[config.mk]
export PLATFORM = sky130hd
export DESIGN_NAME = tcm_timer
export DESIGN_NICKNAME = d
export VERILOG_FILES = /design/src/tcm_pkg.sv /design/src/tcm_chan.sv /design/src/tcm_timer.sv
export SDC_FILE = /design/constraint.sdc
export NUM_CORES = 1
export LEC_CHECK = 0
export BUFFER_PORTS_ARGS = -buffer_cell sky130_fd_sc_hd__buf_2
export CORE_MARGIN = 4
export CORE_UTILIZATION = 55
export DETAILED_ROUTE_END_ITERATION = 7
export GPL_TIMING_DRIVEN = 0
export PLACE_DENSITY = 0.73
export SYNTH_ARGS = -nofsm -noshare
export SYNTH_HDL_FRONTEND = slang
export SYNTH_HIERARCHICAL = 1
export SYNTH_SLANG_ARGS = --single-unit
export TNS_END_PERCENT = 100
[constraint.sdc]
create_clock -name aclk -period 6.85 [get_ports aclk]
set_clock_uncertainty 0.15 [all_clocks]
set_input_delay 0.3425 -clock aclk [delete_from_list [all_inputs] [get_ports aclk]]
set_output_delay 0.3425 -clock aclk [all_outputs]
set_load 0.05 [all_outputs]
[src/tcm_pkg.sv]
package tcm_pkg;

   // counter and channel geometry
   localparam int CNT_W        = 16;
   localparam int NUM_CH       = 6;
   localparam int CH_IDX_W     = 3;

   // register byte offsets
   localparam logic [7:0] OFS_CTRL   = 8'h00;
   localparam logic [7:0] OFS_MOD    = 8'h04;
   localparam logic [7:0] OFS_INIT   = 8'h08;
   localparam logic [7:0] OFS_CNT    = 8'h0C;
   localparam logic [7:0] OFS_STAT   = 8'h10;
   localparam logic [7:0] OFS_CH0SC  = 8'h20;
   localparam logic [7:0] OFS_CH0V   = 8'h40;
   localparam logic [7:0] OFS_CH_LIM = 8'h60;
   localparam int         CH_IDX_LSB = 2;

   // control register fields
   localparam int CTRL_CLKSEL    = 0;
   localparam int CTRL_CENTRE    = 1;
   localparam int CTRL_QUAD      = 2;
   localparam int CTRL_SIGNED    = 3;
   localparam int CTRL_OE_LSB    = 8;
   localparam int CTRL_JOIN_LSB  = 16;
   localparam int CTRL_DCAP_LSB  = 20;
   localparam int PAIRS          = 3;

   // channel status/control fields
   localparam int SC_ELS_LSB  = 0;
   localparam int SC_MS_LSB   = 2;
   localparam int SC_FLAG     = 4;

   localparam logic [1:0] ELS_RISE   = 2'h1;
   localparam logic [1:0] ELS_FALL   = 2'h2;
   localparam logic [1:0] ELS_BOTH   = 2'h3;
   localparam logic [1:0] MS_CAPTURE = 2'h0;
   localparam logic [1:0] MS_COMPARE = 2'h1;

   localparam logic [CNT_W-1:0] MOD_RST = 16'hFFFF;
   localparam logic [CNT_W-1:0] CNT_ONE = 16'h0001;
   localparam logic [31:0]      ZERO32  = 32'h0000_0000;
   localparam logic [1:0]       RESP_OK = 2'h0;
   localparam logic [1:0]       RESP_SLVERR = 2'h2;

   // clocking limits
   localparam int TCLK_MAX_MHZ = 60;
   localparam int ACLK_MHZ     = 20;

   typedef enum logic [2:0] {
      TCM_MODE_CAPTURE  = 3'b000,
      TCM_MODE_COMPARE  = 3'b001,
      TCM_MODE_EDGE_PWM = 3'b010,
      TCM_MODE_CTR_PWM  = 3'b011,
      TCM_MODE_JOIN_PWM = 3'b100,
      TCM_MODE_DCAP     = 3'b101,
      TCM_MODE_IDLE     = 3'b110
   } tcm_mode_t;

   typedef struct packed {
      logic [1:0] mode_bits;
      logic [1:0] edge_sel;
   } tcm_chcfg_t;

   typedef struct packed {
      logic        valid;
      logic [31:0] data;
   } tcm_word_t;

endpackage : tcm_pkg

[src/tcm_chan.sv]
`timescale 1ns/1ps
// one channel: mode decode, compare/capture and pin output
module tcm_chan
   import tcm_pkg::*;
#(
   parameter int W = CNT_W
)
(
   // clock and reset
   input  wire logic            aclk,
   input  wire logic            aresetn,
   // configuration
   input  wire tcm_pkg::tcm_chcfg_t cfg,
   input  wire logic            centre,
   input  wire logic            quad,
   input  wire logic            join_en,
   input  wire logic            dcap_en,
   input  wire logic            odd,
   input  wire logic            pwm_oe,
   input  wire logic [W-1:0]    cval,
   // time base
   input  wire logic [W-1:0]    cnt,
   input  wire logic            counting,
   input  wire logic            reload,
   input  wire logic            dir_up,
   // pair partner match, and own match to partner
   input  wire logic            mate_match,
   output logic                 own_match,
   // synchronised pin input
   input  wire logic            pin_in,
   // results
   output logic                 pin_out,
   output logic                 pin_oe,
   output logic                 event_q,
   output logic [W-1:0]         capt_q,
   output tcm_pkg::tcm_mode_t   mode
);

   logic         out_q,  out_d;
   logic         oe_q,   oe_d;
   logic         prev_q, prev_d;
   logic         rl_q,   rl_d;
   logic         ev_d;
   logic [W-1:0] capt_d;
   logic         armed_q, armed_d;
   logic         rise, fall, hit;

   // mode decode, priority centre > join > dual-capture > mode bits
   always_comb
   begin
      mode = TCM_MODE_IDLE;
      if (dcap_en && !join_en && !centre)
         mode = TCM_MODE_DCAP;
      else if (join_en && !centre)
         mode = TCM_MODE_JOIN_PWM;
      else if (centre)
         mode = TCM_MODE_CTR_PWM;
      else if (cfg.mode_bits[1] && !quad)
         mode = TCM_MODE_EDGE_PWM;
      else if (cfg.mode_bits == MS_COMPARE)
         mode = TCM_MODE_COMPARE;
      else if (cfg.mode_bits == MS_CAPTURE)
         mode = TCM_MODE_CAPTURE;
   end

   assign own_match = counting && (cnt == cval);
   assign rise      = pin_in && !prev_q;
   assign fall      = !pin_in && prev_q;

   always_comb
   begin
      hit = 1'b0;
      unique case (cfg.edge_sel)
         ELS_RISE: hit = rise;
         ELS_FALL: hit = fall;
         ELS_BOTH: hit = rise || fall;
         default:  hit = 1'b0;
      endcase
   end

   always_comb
   begin
      out_d   = out_q;
      ev_d    = 1'b0;
      capt_d  = capt_q;
      armed_d = armed_q;
      prev_d  = pin_in;
      rl_d    = reload;
      oe_d    = 1'b0;
      unique case (mode)
         TCM_MODE_CAPTURE:
            if (hit)
            begin
               capt_d = cnt;
               ev_d   = 1'b1;
            end
         TCM_MODE_COMPARE:
         begin
            oe_d = pwm_oe;
            if (own_match)
               unique case (cfg.edge_sel)
                  ELS_RISE: out_d = !out_q;
                  ELS_FALL: out_d = 1'b0;
                  ELS_BOTH: out_d = 1'b1;
                  default:  out_d = out_q;
               endcase
            ev_d = own_match;
         end
         TCM_MODE_EDGE_PWM:
         begin
            oe_d = pwm_oe;
            // period edge lands the cycle after reload, while the count
            // shows the initial value; a match there still wins (0 width)
            if (own_match)
               out_d = cfg.edge_sel[0];
            else if (rl_q)
               out_d = !cfg.edge_sel[0];
            ev_d = own_match;
         end
         TCM_MODE_CTR_PWM:
         begin
            oe_d = pwm_oe;
            // up-count match drives edge_sel[0], down-count match its inverse
            if (own_match && dir_up)
               out_d = cfg.edge_sel[0];
            else if (own_match)
               out_d = !cfg.edge_sel[0];
            ev_d = own_match;
         end
         TCM_MODE_JOIN_PWM:
         begin
            oe_d = pwm_oe && !odd;
            if (!odd && own_match)
               out_d = !cfg.edge_sel[0];
            else if (!odd && mate_match)
               out_d = cfg.edge_sel[0];
            ev_d = own_match;
         end
         TCM_MODE_DCAP:
         begin
            // one-shot disarms after a capture; continuous stays armed
            if (!armed_q && cfg.mode_bits[0])
               armed_d = 1'b1;
            if (armed_q && hit)
            begin
               capt_d  = cnt;
               ev_d    = 1'b1;
               armed_d = cfg.mode_bits[0];
            end
         end
         TCM_MODE_IDLE:
            out_d = out_q;
         default:
            out_d = out_q;
      endcase
   end

   always_ff @(posedge aclk)
   begin
      if (!aresetn)
      begin
         out_q   <= 1'b0;
         oe_q    <= 1'b0;
         prev_q  <= 1'b0;
         event_q <= 1'b0;
         capt_q  <= '0;
         armed_q <= 1'b1;
         rl_q    <= 1'b0;
      end
      else
      begin
         out_q   <= out_d;
         oe_q    <= oe_d;
         prev_q  <= prev_d;
         event_q <= ev_d;
         capt_q  <= capt_d;
         armed_q <= armed_d;
         rl_q    <= rl_d;
      end
   end

   assign pin_out = out_q;
   assign pin_oe  = oe_q;

   property p_oe_gated;
      @(posedge aclk) disable iff (!aresetn)
      !pwm_oe |=> !oe_q;
   endproperty
   a_oe_gated: assert property (p_oe_gated)
      else $error("pin driven without output enable");

   property p_cmp_set;
      @(posedge aclk) disable iff (!aresetn)
      (mode == TCM_MODE_COMPARE && cfg.edge_sel == ELS_BOTH && own_match)
      |=> out_q;
   endproperty
   a_cmp_set: assert property (p_cmp_set)
      else $error("compare set on match failed");

   property p_cmp_clr;
      @(posedge aclk) disable iff (!aresetn)
      (mode == TCM_MODE_COMPARE && cfg.edge_sel == ELS_FALL && own_match)
      |=> !out_q;
   endproperty
   a_cmp_clr: assert property (p_cmp_clr)
      else $error("compare clear on match failed");

   property p_epwm_reload;
      @(posedge aclk) disable iff (!aresetn)
      (mode == TCM_MODE_EDGE_PWM && rl_q && !own_match)
      |=> out_q == !$past(cfg.edge_sel[0]);
   endproperty
   a_epwm_reload: assert property (p_epwm_reload)
      else $error("edge pwm period edge missing at reload");

   property p_capt_rise;
      @(posedge aclk) disable iff (!aresetn)
      (mode == TCM_MODE_CAPTURE && cfg.edge_sel == ELS_RISE && rise)
      |=> event_q && capt_q == $past(cnt);
   endproperty
   a_capt_rise: assert property (p_capt_rise)
      else $error("rising capture missed");
endmodule : tcm_chan

[src/tcm_timer.sv]
// Decided for this implementation: the placing of the registers and register access over AXI4-Lite.
`timescale 1ns/1ps
module tcm_timer
   import tcm_pkg::*;
#(
   parameter int N_CH = NUM_CH
)
(
   // clock and reset
   input  wire logic                aclk,
   input  wire logic                aresetn,
   // axi4-lite write address
   input  wire logic [7:0]          s_awaddr,
   input  wire logic                s_awvalid,
   output logic                     s_awready,
   // axi4-lite write data
   input  wire logic [31:0]         s_wdata,
   input  wire logic [3:0]          s_wstrb,
   input  wire logic                s_wvalid,
   output logic                     s_wready,
   // axi4-lite write response
   output logic [1:0]               s_bresp,
   output logic                     s_bvalid,
   input  wire logic                s_bready,
   // axi4-lite read address
   input  wire logic [7:0]          s_araddr,
   input  wire logic                s_arvalid,
   output logic                     s_arready,
   // axi4-lite read data
   output logic [31:0]              s_rdata,
   output logic [1:0]               s_rresp,
   output logic                     s_rvalid,
   input  wire logic                s_rready,
   // channel pins
   input  wire logic [N_CH-1:0]     ch_in,
   output logic [N_CH-1:0]          ch_out,
   output logic [N_CH-1:0]          ch_oe
);
   import tcm_pkg::*;

   logic [31:0]      ctrl_q, ctrl_d;
   logic [CNT_W-1:0] mod_q, mod_d, init_q, init_d, cnt_q, cnt_d;
   logic             up_q, up_d;
   logic [3:0]       sc_q [N_CH];
   logic [3:0]       sc_d [N_CH];
   logic [CNT_W-1:0] cv_q [N_CH];
   logic [CNT_W-1:0] cv_d [N_CH];
   logic [N_CH-1:0]  flag_q, flag_d, evt, match, s1_q, s2_q;
   logic [N_CH-1:0]  p_out, p_oe;
   logic [CNT_W-1:0] capt [N_CH];
   tcm_mode_t        mode [N_CH];
   logic             counting, reload, at_top, at_bot;
   // axi state
   tcm_word_t        aw_q, aw_d, w_q, w_d;
   logic             bv_q, bv_d, rv_q, rv_d;
   logic [31:0]      rd_q, rd_d;
   logic [1:0]       br_q, br_d, rr_q, rr_d;
   logic             do_wr;
   logic [7:0]       wa;
   logic [CH_IDX_W-1:0] wi, ri;
   logic             aw_rdy_q, w_rdy_q, ar_rdy_q;

   // pin inputs pass two flops before any channel logic
   always_ff @(posedge aclk)
   begin
      if (!aresetn)
      begin
         s1_q <= '0;
         s2_q <= '0;
      end
      else
      begin
         s1_q <= ch_in;
         s2_q <= s1_q;
      end
   end

   // time base runs on aclk, so timer and bus clock are equal
   assign counting = ctrl_q[CTRL_CLKSEL];
   always_comb
   begin
      // signed mode compares the bounds with $signed operands
      if (ctrl_q[CTRL_SIGNED])
      begin
         at_top = $signed(cnt_q) >= $signed(mod_q);
         at_bot = $signed(cnt_q) <= $signed(init_q);
      end
      else
      begin
         at_top = cnt_q >= mod_q;
         at_bot = cnt_q <= init_q;
      end
   end
   assign reload = counting && at_top && !ctrl_q[CTRL_CENTRE];

   always_comb
   begin
      cnt_d = cnt_q;
      up_d  = up_q;
      if (counting)
      begin
         if (ctrl_q[CTRL_CENTRE])
         begin
            if (up_q && at_top)
               up_d = 1'b0;
            else if (!up_q && at_bot)
               up_d = 1'b1;
            cnt_d = (up_d) ? cnt_q + CNT_ONE : cnt_q - CNT_ONE;
         end
         else if (reload)
            cnt_d = init_q;
         else
            cnt_d = cnt_q + CNT_ONE;
      end
   end

   // channels; instance count set by N_CH (six by default, from NUM_CH)
   generate
      for (genvar i = 0; i < N_CH; i++)
      begin : g_ch
         localparam int MATE = (i % 2 == 0) ? i + 1 : i - 1;
         localparam int PR   = i / 2;
         tcm_chan #(.W(CNT_W)) u_ch (
            .aclk       (aclk),
            .aresetn    (aresetn),
            .cfg        (tcm_chcfg_t'(sc_q[i])),
            .centre     (ctrl_q[CTRL_CENTRE]),
            .quad       (ctrl_q[CTRL_QUAD]),
            .join_en    (ctrl_q[CTRL_JOIN_LSB+PR]),
            .dcap_en    (ctrl_q[CTRL_DCAP_LSB+PR]),
            .odd        ((i % 2) == 1),
            .pwm_oe     (ctrl_q[CTRL_OE_LSB+i]),
            .cval       (cv_q[i]),
            .cnt        (cnt_q),
            .counting   (counting),
            .reload     (reload),
            .dir_up     (up_q),
            .mate_match (MATE < N_CH ? match[MATE % N_CH] : 1'b0),
            .own_match  (match[i]),
            .pin_in     (s2_q[i]),
            .pin_out    (p_out[i]),
            .pin_oe     (p_oe[i]),
            .event_q    (evt[i]),
            .capt_q     (capt[i]),
            .mode       (mode[i])
         );
      end
   endgenerate

   // axi write path: address and data in either order
   assign wa    = aw_q.data[7:0];
   assign wi    = CH_IDX_W'((wa - OFS_CH0SC) >> CH_IDX_LSB);
   assign do_wr = aw_q.valid && w_q.valid && !bv_q;

   always_comb
   begin
      aw_d   = aw_q;
      w_d    = w_q;
      bv_d   = bv_q && !s_bready;
      br_d   = br_q;
      ctrl_d = ctrl_q;
      mod_d  = mod_q;
      init_d = init_q;
      sc_d   = sc_q;
      cv_d   = cv_q;
      flag_d = flag_q | evt;
      if (s_awvalid && !aw_q.valid)
         aw_d = '{valid: 1'b1, data: {24'h00_0000, s_awaddr}};
      if (s_wvalid && !w_q.valid)
         w_d = '{valid: 1'b1, data: s_wdata};
      if (do_wr)
      begin
         aw_d.valid = 1'b0;
         w_d.valid  = 1'b0;
         bv_d       = 1'b1;
         br_d       = RESP_OK;
         if (wa == OFS_CTRL && s_wstrb != 4'h0)
            ctrl_d = w_q.data;
         else if (wa == OFS_MOD)
            mod_d = w_q.data[CNT_W-1:0];
         else if (wa == OFS_INIT)
            init_d = w_q.data[CNT_W-1:0];
         else if (wa == OFS_STAT)
            flag_d = (flag_q & ~w_q.data[N_CH-1:0]) | evt;  // set wins
         else if (wa >= OFS_CH0SC && wa < OFS_CH0SC + 8'(4*N_CH))
            sc_d[wi] = w_q.data[3:0];
         else if (wa >= OFS_CH0V && wa < OFS_CH0V + 8'(4*N_CH))
            cv_d[CH_IDX_W'((wa - OFS_CH0V) >> CH_IDX_LSB)] =
               w_q.data[CNT_W-1:0];
         else if (wa != OFS_CNT)
            br_d = RESP_SLVERR;
      end
   end

   // axi read path
   assign ri = CH_IDX_W'((s_araddr - OFS_CH0V) >> CH_IDX_LSB);
   always_comb
   begin
      rv_d = rv_q && !s_rready;
      rd_d = rd_q;
      rr_d = rr_q;
      if (s_arvalid && !rv_q)
      begin
         rv_d = 1'b1;
         rr_d = RESP_OK;
         rd_d = ZERO32;
         if (s_araddr == OFS_CTRL)
            rd_d = ctrl_q;
         else if (s_araddr == OFS_MOD)
            rd_d = {16'h0000, mod_q};
         else if (s_araddr == OFS_INIT)
            rd_d = {16'h0000, init_q};
         else if (s_araddr == OFS_CNT)
            rd_d = {16'h0000, cnt_q};
         else if (s_araddr == OFS_STAT)
            rd_d = 32'(flag_q);
         else if (s_araddr >= OFS_CH0V && s_araddr < OFS_CH0V + 8'(4*N_CH))
            // capture modes return the latched count, not the compare value
            rd_d = {16'h0000, (mode[ri] == TCM_MODE_CAPTURE ||
                   mode[ri] == TCM_MODE_DCAP) ? capt[ri] : cv_q[ri]};
         else
            rr_d = RESP_SLVERR;
      end
   end

   always_ff @(posedge aclk)
   begin
      if (!aresetn)
      begin
         ctrl_q <= ZERO32;
         mod_q  <= MOD_RST;
         init_q <= '0;
         cnt_q  <= '0;
         up_q   <= 1'b1;
         flag_q <= '0;
         aw_q   <= '0;
         w_q    <= '0;
         bv_q   <= 1'b0;
         br_q   <= RESP_OK;
         rv_q   <= 1'b0;
         rd_q   <= ZERO32;
         rr_q   <= RESP_OK;
         ch_out <= '0;
         ch_oe  <= '0;
         aw_rdy_q <= 1'b0;
         w_rdy_q  <= 1'b0;
         ar_rdy_q <= 1'b0;
         for (int i = 0; i < N_CH; i++)
         begin
            sc_q[i] <= 4'h0;
            cv_q[i] <= '0;
         end
      end
      else
      begin
         ctrl_q <= ctrl_d;
         mod_q  <= mod_d;
         init_q <= init_d;
         cnt_q  <= cnt_d;
         up_q   <= up_d;
         flag_q <= flag_d;
         aw_q   <= aw_d;
         w_q    <= w_d;
         bv_q   <= bv_d;
         br_q   <= br_d;
         rv_q   <= rv_d;
         rd_q   <= rd_d;
         rr_q   <= rr_d;
         ch_out <= p_out;
         aw_rdy_q <= !aw_d.valid;
         w_rdy_q  <= !w_d.valid;
         ar_rdy_q <= !rv_d;
         ch_oe  <= p_oe;
         sc_q   <= sc_d;
         cv_q   <= cv_d;
      end
   end

   assign s_awready = aw_rdy_q;
   assign s_wready  = w_rdy_q;
   assign s_bvalid  = bv_q;
   assign s_bresp   = br_q;
   assign s_arready = ar_rdy_q;
   assign s_rvalid  = rv_q;
   assign s_rdata   = rd_q;
   assign s_rresp   = rr_q;

   property p_halt;
      @(posedge aclk) disable iff (!aresetn)
      !counting |=> cnt_q == $past(cnt_q);
   endproperty
   a_halt: assert property (p_halt)
      else $error("counter moved while halted");

   property p_reload;
      @(posedge aclk) disable iff (!aresetn)
      reload |=> cnt_q == $past(init_q);
   endproperty
   a_reload: assert property (p_reload)
      else $error("counter did not reload initial value");

   property p_step;
      @(posedge aclk) disable iff (!aresetn)
      (counting && !ctrl_q[CTRL_CENTRE] && !reload)
      |=> cnt_q == $past(cnt_q) + CNT_ONE;
   endproperty
   a_step: assert property (p_step)
      else $error("counter failed to step up");
endmodule : tcm_timer

# Yosys cells after proc, flatten, opt, wreduce, memory -nomap -nowiden

Cells that the tools add are included.
W data, S select, Z words.

Add/sub/neg operators: 5
$lt $le $gt $ge: 15
Equal/unequal tests: 108
Muxes and demuxes: 193
Bitwise logic cells: 12
Reduce and logical (&&, ||, !) cells: 193

Operators with widths:

| operator             | number |
|---|---|
| $mux W16             | 26 |
| $pmux W16 S2         | 6 |
| $mux W3              | 38 |
| $bmux W16 S3         | 2 |
| $bwmux W96           | 1 |
| $eq A16 B16 Y1       | 6 |
| $mux W1              | 70 |
| $logic_and A1 B1 Y1  | 68 |
| $mux W33             | 2 |
| $pmux W1 S3          | 21 |
| $demux W16 S3        | 1 |
| $logic_not A1 Y1     | 45 |
| $eq A3 B3 Y1 const B | 13 |
| $eq A3 B2 Y1 const B | 12 |
| $ne A2 B1 Y1 const B | 18 |
| $ne A3 B1 Y1 const B | 11 |
| $ge A16 B16 Y1       | 2 |
| $le A16 B16 Y1       | 2 |
| $mux W32             | 1 |
| $mux W6              | 5 |
| $reduce_and A2 Y1    | 14 |
| $mux W2              | 13 |
| $bwmux W24           | 1 |
| $eq A2 B1 Y1 const B | 12 |
| other kinds (40)     | 136 |

Register bits after elaboration: 441
Input bits: 65
Output and inout bits: 53

# Logic depth before layout (Yosys ltp)

Depth after elaboration: 19
Depth in mapped cells: 13
Depth with buffers taken out: 11

# Hierarchy

The synthesis kept the hierarchy.

By module, submodules not included:

| module    | instances | cells an instance | area an instance (sq um) | sequential area each (sq um) |
|---|---|---|---|---|
| tcm_timer | 1         | 1888              | 15652.5                  | 6246.0 |
| tcm_chan  | 6         | 148               | 1295.0                   | 440.4 |

# Worst setup path before layout

OpenSTA, ideal clock, no wires.

Path type: flip-flop to flip-flop
Start: register cnt_q[14]
End: register cnt_q[15]
Library setup time: 0.120 ns
Data arrival time: 3.000 ns
Setup slack: 3.580 ns
Stages on the path, launching flop included: 10
Path buffers: 0
Period minus slack after synthesis: 3.270 ns
Cell sequence: dfxtp_1 -> ha_1 -> nand4_2 -> nor2_1 -> or3_1 -> o31ai_4 -> nand3_2 -> a2111oi_1 -> nor3_1 -> o31a_1

Cells in the longest elaborated chain, start to end: 9
Elaborated cells on any way between the ends: 19
Those cells by class: add/sub (2); order compare (4); mux (9); reduce/logical (4)

RTL lines:

| item                              | RTL line                         | RTL |
|---|---|---|
| from (decl)                       | tcm_timer.sv:42                  | `logic [CNT_W-1:0] mod_q, mod_d, init_q, init_d, cnt_q, cnt_d;` |
| from (signal assigned)            | tcm_timer.sv:259                 | `cnt_q <= cnt_d;` |
| $le A16 B16 Y1 (on tied branches) | tcm_timer.sv:91, tcm_timer.sv:86 |  |
| $mux W1                           | tcm_timer.sv:83                  | `if (ctrl_q[CTRL_SIGNED])` |
| $logic_and A1 B1 Y1               | tcm_timer.sv:106                 | `else if (!up_q && at_bot)` |
| $mux W1                           | tcm_timer.sv:106                 |  |
| $mux W1                           | tcm_timer.sv:104                 | `if (up_q && at_top)` |
| $mux W1                           | tcm_timer.sv:102                 | `if (ctrl_q[CTRL_CENTRE])` |
| $mux W1                           | tcm_timer.sv:100                 | `if (counting)` |
| $mux W16                          | tcm_timer.sv:108                 | `cnt_d = (up_d) ? cnt_q + CNT_ONE : cnt_q - CNT_ONE;` |
| $mux W16 *                        | tcm_timer.sv:102                 |  |

Mark *: on every way between the ends. The rest lies on a longest branch, timed or not. The select of a mux whose other input is x is not followed.
A chain may end at the register's enable or synchronous reset.

# Worst setup path in the final report

Start: register cnt_q[15]
End: register cnt_q[0]

Elaborated cells on any way between the ends: 17
Those cells by class: order compare (4); mux (9); reduce/logical (4)

RTL lines:

| item                               | RTL line                         | RTL |
|---|---|---|
| $ge A16 B16 Y1 (on tied branches)  | tcm_timer.sv:90, tcm_timer.sv:85 |  |
| $mux W1 *                          | tcm_timer.sv:83                  |  |
| $logic_and A1 B1 Y1 * (2 in a row) | tcm_timer.sv:94                  | `assign reload = counting && at_top && !ctrl_q[CTRL_CENTRE];` |
| named net reload                   | tcm_timer.sv:52                  | `logic counting, reload, at_top, at_bot;` |
| $mux W16 *                         | tcm_timer.sv:110                 | `else if (reload)` |
| $mux W16 *                         | tcm_timer.sv:102                 |  |

The timed path passes the listed nets; every way through them passes the cells marked *. The select of a mux whose other input is x is not followed.

==> reports/results.txt <==
Post-DP HPWL = 67150 um
IO buf count = 113
Num CTS Buffers = 49
failing checks = max-capacitance violations, max-slew violations
drt pass-1 iters = 6
Synth top area share = 37.95%
Hold Path End = g_ch[3].u_ch/pin_out$_SDFFE_PN0P_
RR Startpoint = cnt_q[15]$_SDFFE_PN0P_
HP Start = aresetn
vias per inst = 6.383
layout cells sized above 1 = 10.79%
antenna violations before repair = 3
highest net fanout along the worst path = 18
Multi-input gate area = 0.01335 mm2
share of flip-flops with an asynchronous set or reset = 0%
GRT overflow = 0
HP Class = in2reg
Area contributors post-synth = dfxtp_1 (38%), mux2i_1 (8.2%), nand2_1 (5.8%)
Seq/Total Area, Yosys = 37.95%
largest net degree at the start of global routing = 27
setup tns final = 0 ns
Ys Warns = 6
Final setup viols = 0
Pleak = 10.33 nW
Nets = 3119
data arrival time at the worst-slack endpoint = 5.57 ns
# fillers = 3644
Synth Register Bits = 444
register area = 0.008890 mm2
Global Route Usage Sum = 39.17%
maximum vdd ir drop = 0.0002254 V
Initial Util = 55.71%
Root Driver = clkbuf_16
DRT iter0 DRCs = 3164
Worst Tran Pin Value = 1.513 ns
CP endpoint kind = register
Post-DRT Antenna Nets = 0
via count of the routed design = 22901
hold depth = 2
io pins = 118
Die Area = 0.04595 mm2
Layout area overhead = 15.11%
worst skew pair latency = 0.61 ns
Syn Area/Cell = 8.437 um2
Slew Limit Headroom = -1.021%
RSZ-0062 raised after global routing = false
DIE HEIGHT = 214.4 um
Post-Synthesis Cells = 2776
commonest cells after routing, fill and taps aside = dfxtp_1 (443), nand2_1 (359), nor2_1 (268)
outcome = finished, violations left
top_reg_cell synth = dfxtp_1
first-pass GRT wire length = 137600 um
Sink Count = 444
Rows = 75
f_max = 189.9 MHz
Max Slew Vio Count = 19
R2R cell count = 10
drc violations = 0
post_cts resized = 0
most common cell after layout, fill and taps aside = dfxtp_1
final RePlAce weighted congestion = 1.001
final wirelength = 93170 um
Post-synth EDFFs = 0
Worst Path Class, Setup = reg2reg
maxcap violations = 1
cell taking the most area after synthesis = dfxtp_1
Die Wd = 214.4 um
Clk pin slew, worst setup/hold paths = 0.06 ns
Post-Synthesis Cell Area = 0.02342 mm2
vias in the first global route = 21569
reg2reg end = cnt_q[0]$_SDFFE_PN0P_
Routed WL per cell = 25.97 um
Period minus WS final = 5.266 ns
CTS H-Tree Depth = 2
power density cells = 228.2 mW/mm2
CTS tree = built
Power Total = 6.153 mW
Final Hold Fails = 0
final worst-path cycle share = 76.88%
Core ar. = 0.04204 mm2
startpoint class of the critical path = register
WP data required = 7.15 ns
Max Root-Sink Buffers = 3
synth unique cells = 90
r2r setup slk = 1.58 ns
[where the power goes]
part	internal (mW)	total [mW]	switching (mW)
registers	2.62	2.70	0.0847
logic	0.191	0.600	0.409
clock network	1.69	2.85	1.16
[cell families (layout without fill, tap and decap cells)]
family,Yosys count,count (layout),share of synthesized area [%]
simple gates,1062,1062,21.97
compound gates,575,575,15.81
flops,444,444,37.95
buf+inv,296,550,5.353
mux,250,250,12.65
xor+xnor,101,101,3.777
fa+ha+maj,46,46,2.457
other cells,2,21,0.03206
[Yosys cell counts, types with 7 or more instances]
| cell | number |
|---|---|
| or2_1 | 12 |
| nor3_1 | 49 |
| nand2b_1 | 27 |
| a211oi_1 | 20 |
| mux2_2 | 17 |
| o21ai_0 | 78 |
| and3_1 | 31 |
| inv_1 | 76 |
| buf_6 | 9 |
| and2_1 | 34 |
| a222oi_1 | 8 |
| nor2_1 | 268 |
| buf_1 | 10 |
| o21ai_1 | 22 |
| ha_1 | 46 |
| a31oi_1 | 17 |
| a221oi_1 | 14 |
| mux4_2 | 32 |
| or3_1 | 24 |
| buf_2 | 27 |
| o211ai_1 | 24 |
| mux2i_1 | 193 |
| o22ai_1 | 14 |
| xnor2_1 | 77 |
| a21oi_1 | 239 |
| buf_4 | 11 |
| nor4_4 | 7 |
| xor2_1 | 24 |
| o31a_1 | 12 |
| nand4_1 | 29 |
| a211o_1 | 8 |
| dfxtp_1 | 444 |
| nor4_1 | 20 |
| nor2b_1 | 50 |
| clkbuf_1 | 156 |
| nor3b_1 | 9 |
| nand4b_1 | 7 |
| nand2_1 | 359 |
| o31ai_1 | 16 |
| a21o_1 | 13 |
| o2111a_1 | 12 |
| a32o_1 | 8 |
| nand3_1 | 105 |
[through the flow]
stage	area [um2]	worst slack (ns)	utilization (%)	hold slack [ns]	instances
finish	26960	1.584	64.13	0.1531	3588
CTS	26960	1.737	64.13	0.1257	3587
floorplan	23490	3.580	-	0.2619	2794
global route	26960	1.538	64.13	0.1480	3587
detailed placement	24730	1.703	58.82	0.2701	3446
global placement	24730	1.749	58.82	0.2626	3446
[state kept, by name, summed over array words and instances (netlist names), 9 cells and up]
register	flops
mod_q	16
sc_q	24
init_q	16
w_q	33
aw_q	9
s_rdata	32
g_ch.u_ch/capt_q	96
cv_q	96
cnt_q	16
ctrl_q	32
[layer usage]
metal	GRT usage, %	wire length [um]	share of wire [%]	vias up
met1	53.87	37780	41	10975
met5	0	22	0.024	-
li1	-	-	-	10261
met3	9.395	11130	12	243
met4	17.51	4909	5.3	4
met2	58.75	39330	42	1418
[layout make-up]
class | count | share of cell area [%]
Clock inverter | 25 | 1.290
Inverter | 83 | 1.156
Tap cell | 539 | 2.501
Clock buffer | 66 | 5.119
Sequential cell | 444 | 32.97
Multi-Input combinational cell | 2054 | 49.51
Timing Repair Buffer | 163 | 3.954
Buffer | 213 | 3.494
Antenna cell | 1 | 0.009281
[repair_timing]
item                                    in CTS  in global routing
hold buffers                                50                  0
buffers inserted                             0                  0
endpoints found under the hold margin       53                  0
endpoints found under the setup margin       0                  0
[worst max-delay path, stage by stage (launching register included)]
cell and delay, ns:
dfxtp_1 1.25, ha_1 0.46, nand4_2 0.16, nor2_1 0.08, or3_1 0.42, o31ai_4 0.62, nand2_1 0.15, clkbuf_1 0.34
nor2_1 1.12, mux2i_1 0.29, a211oi_1 0.06
[how the worst max path moves through the flow]
stage                             end              startpoint  cells past startpoint  slack, ns
3_5_place_dp    cnt_q[0]$_SDFFE_PN0P_  cnt_q[14]$_SDFFE_PN0P_                     10       1.70
6_report        cnt_q[0]$_SDFFE_PN0P_  cnt_q[15]$_SDFFE_PN0P_                     10       1.58
5_1_grt         cnt_q[0]$_SDFFE_PN0P_  cnt_q[12]$_SDFFE_PN0P_                     10       1.54
3_3_place_gp    cnt_q[0]$_SDFFE_PN0P_  cnt_q[14]$_SDFFE_PN0P_                     10       1.75
2_1_floorplan  cnt_q[15]$_SDFFE_PN0P_  cnt_q[14]$_SDFFE_PN0P_                      9       3.58
4_1_cts         cnt_q[0]$_SDFFE_PN0P_  cnt_q[14]$_SDFFE_PN0P_                     10       1.74
(Power assumes the default switching activity.)
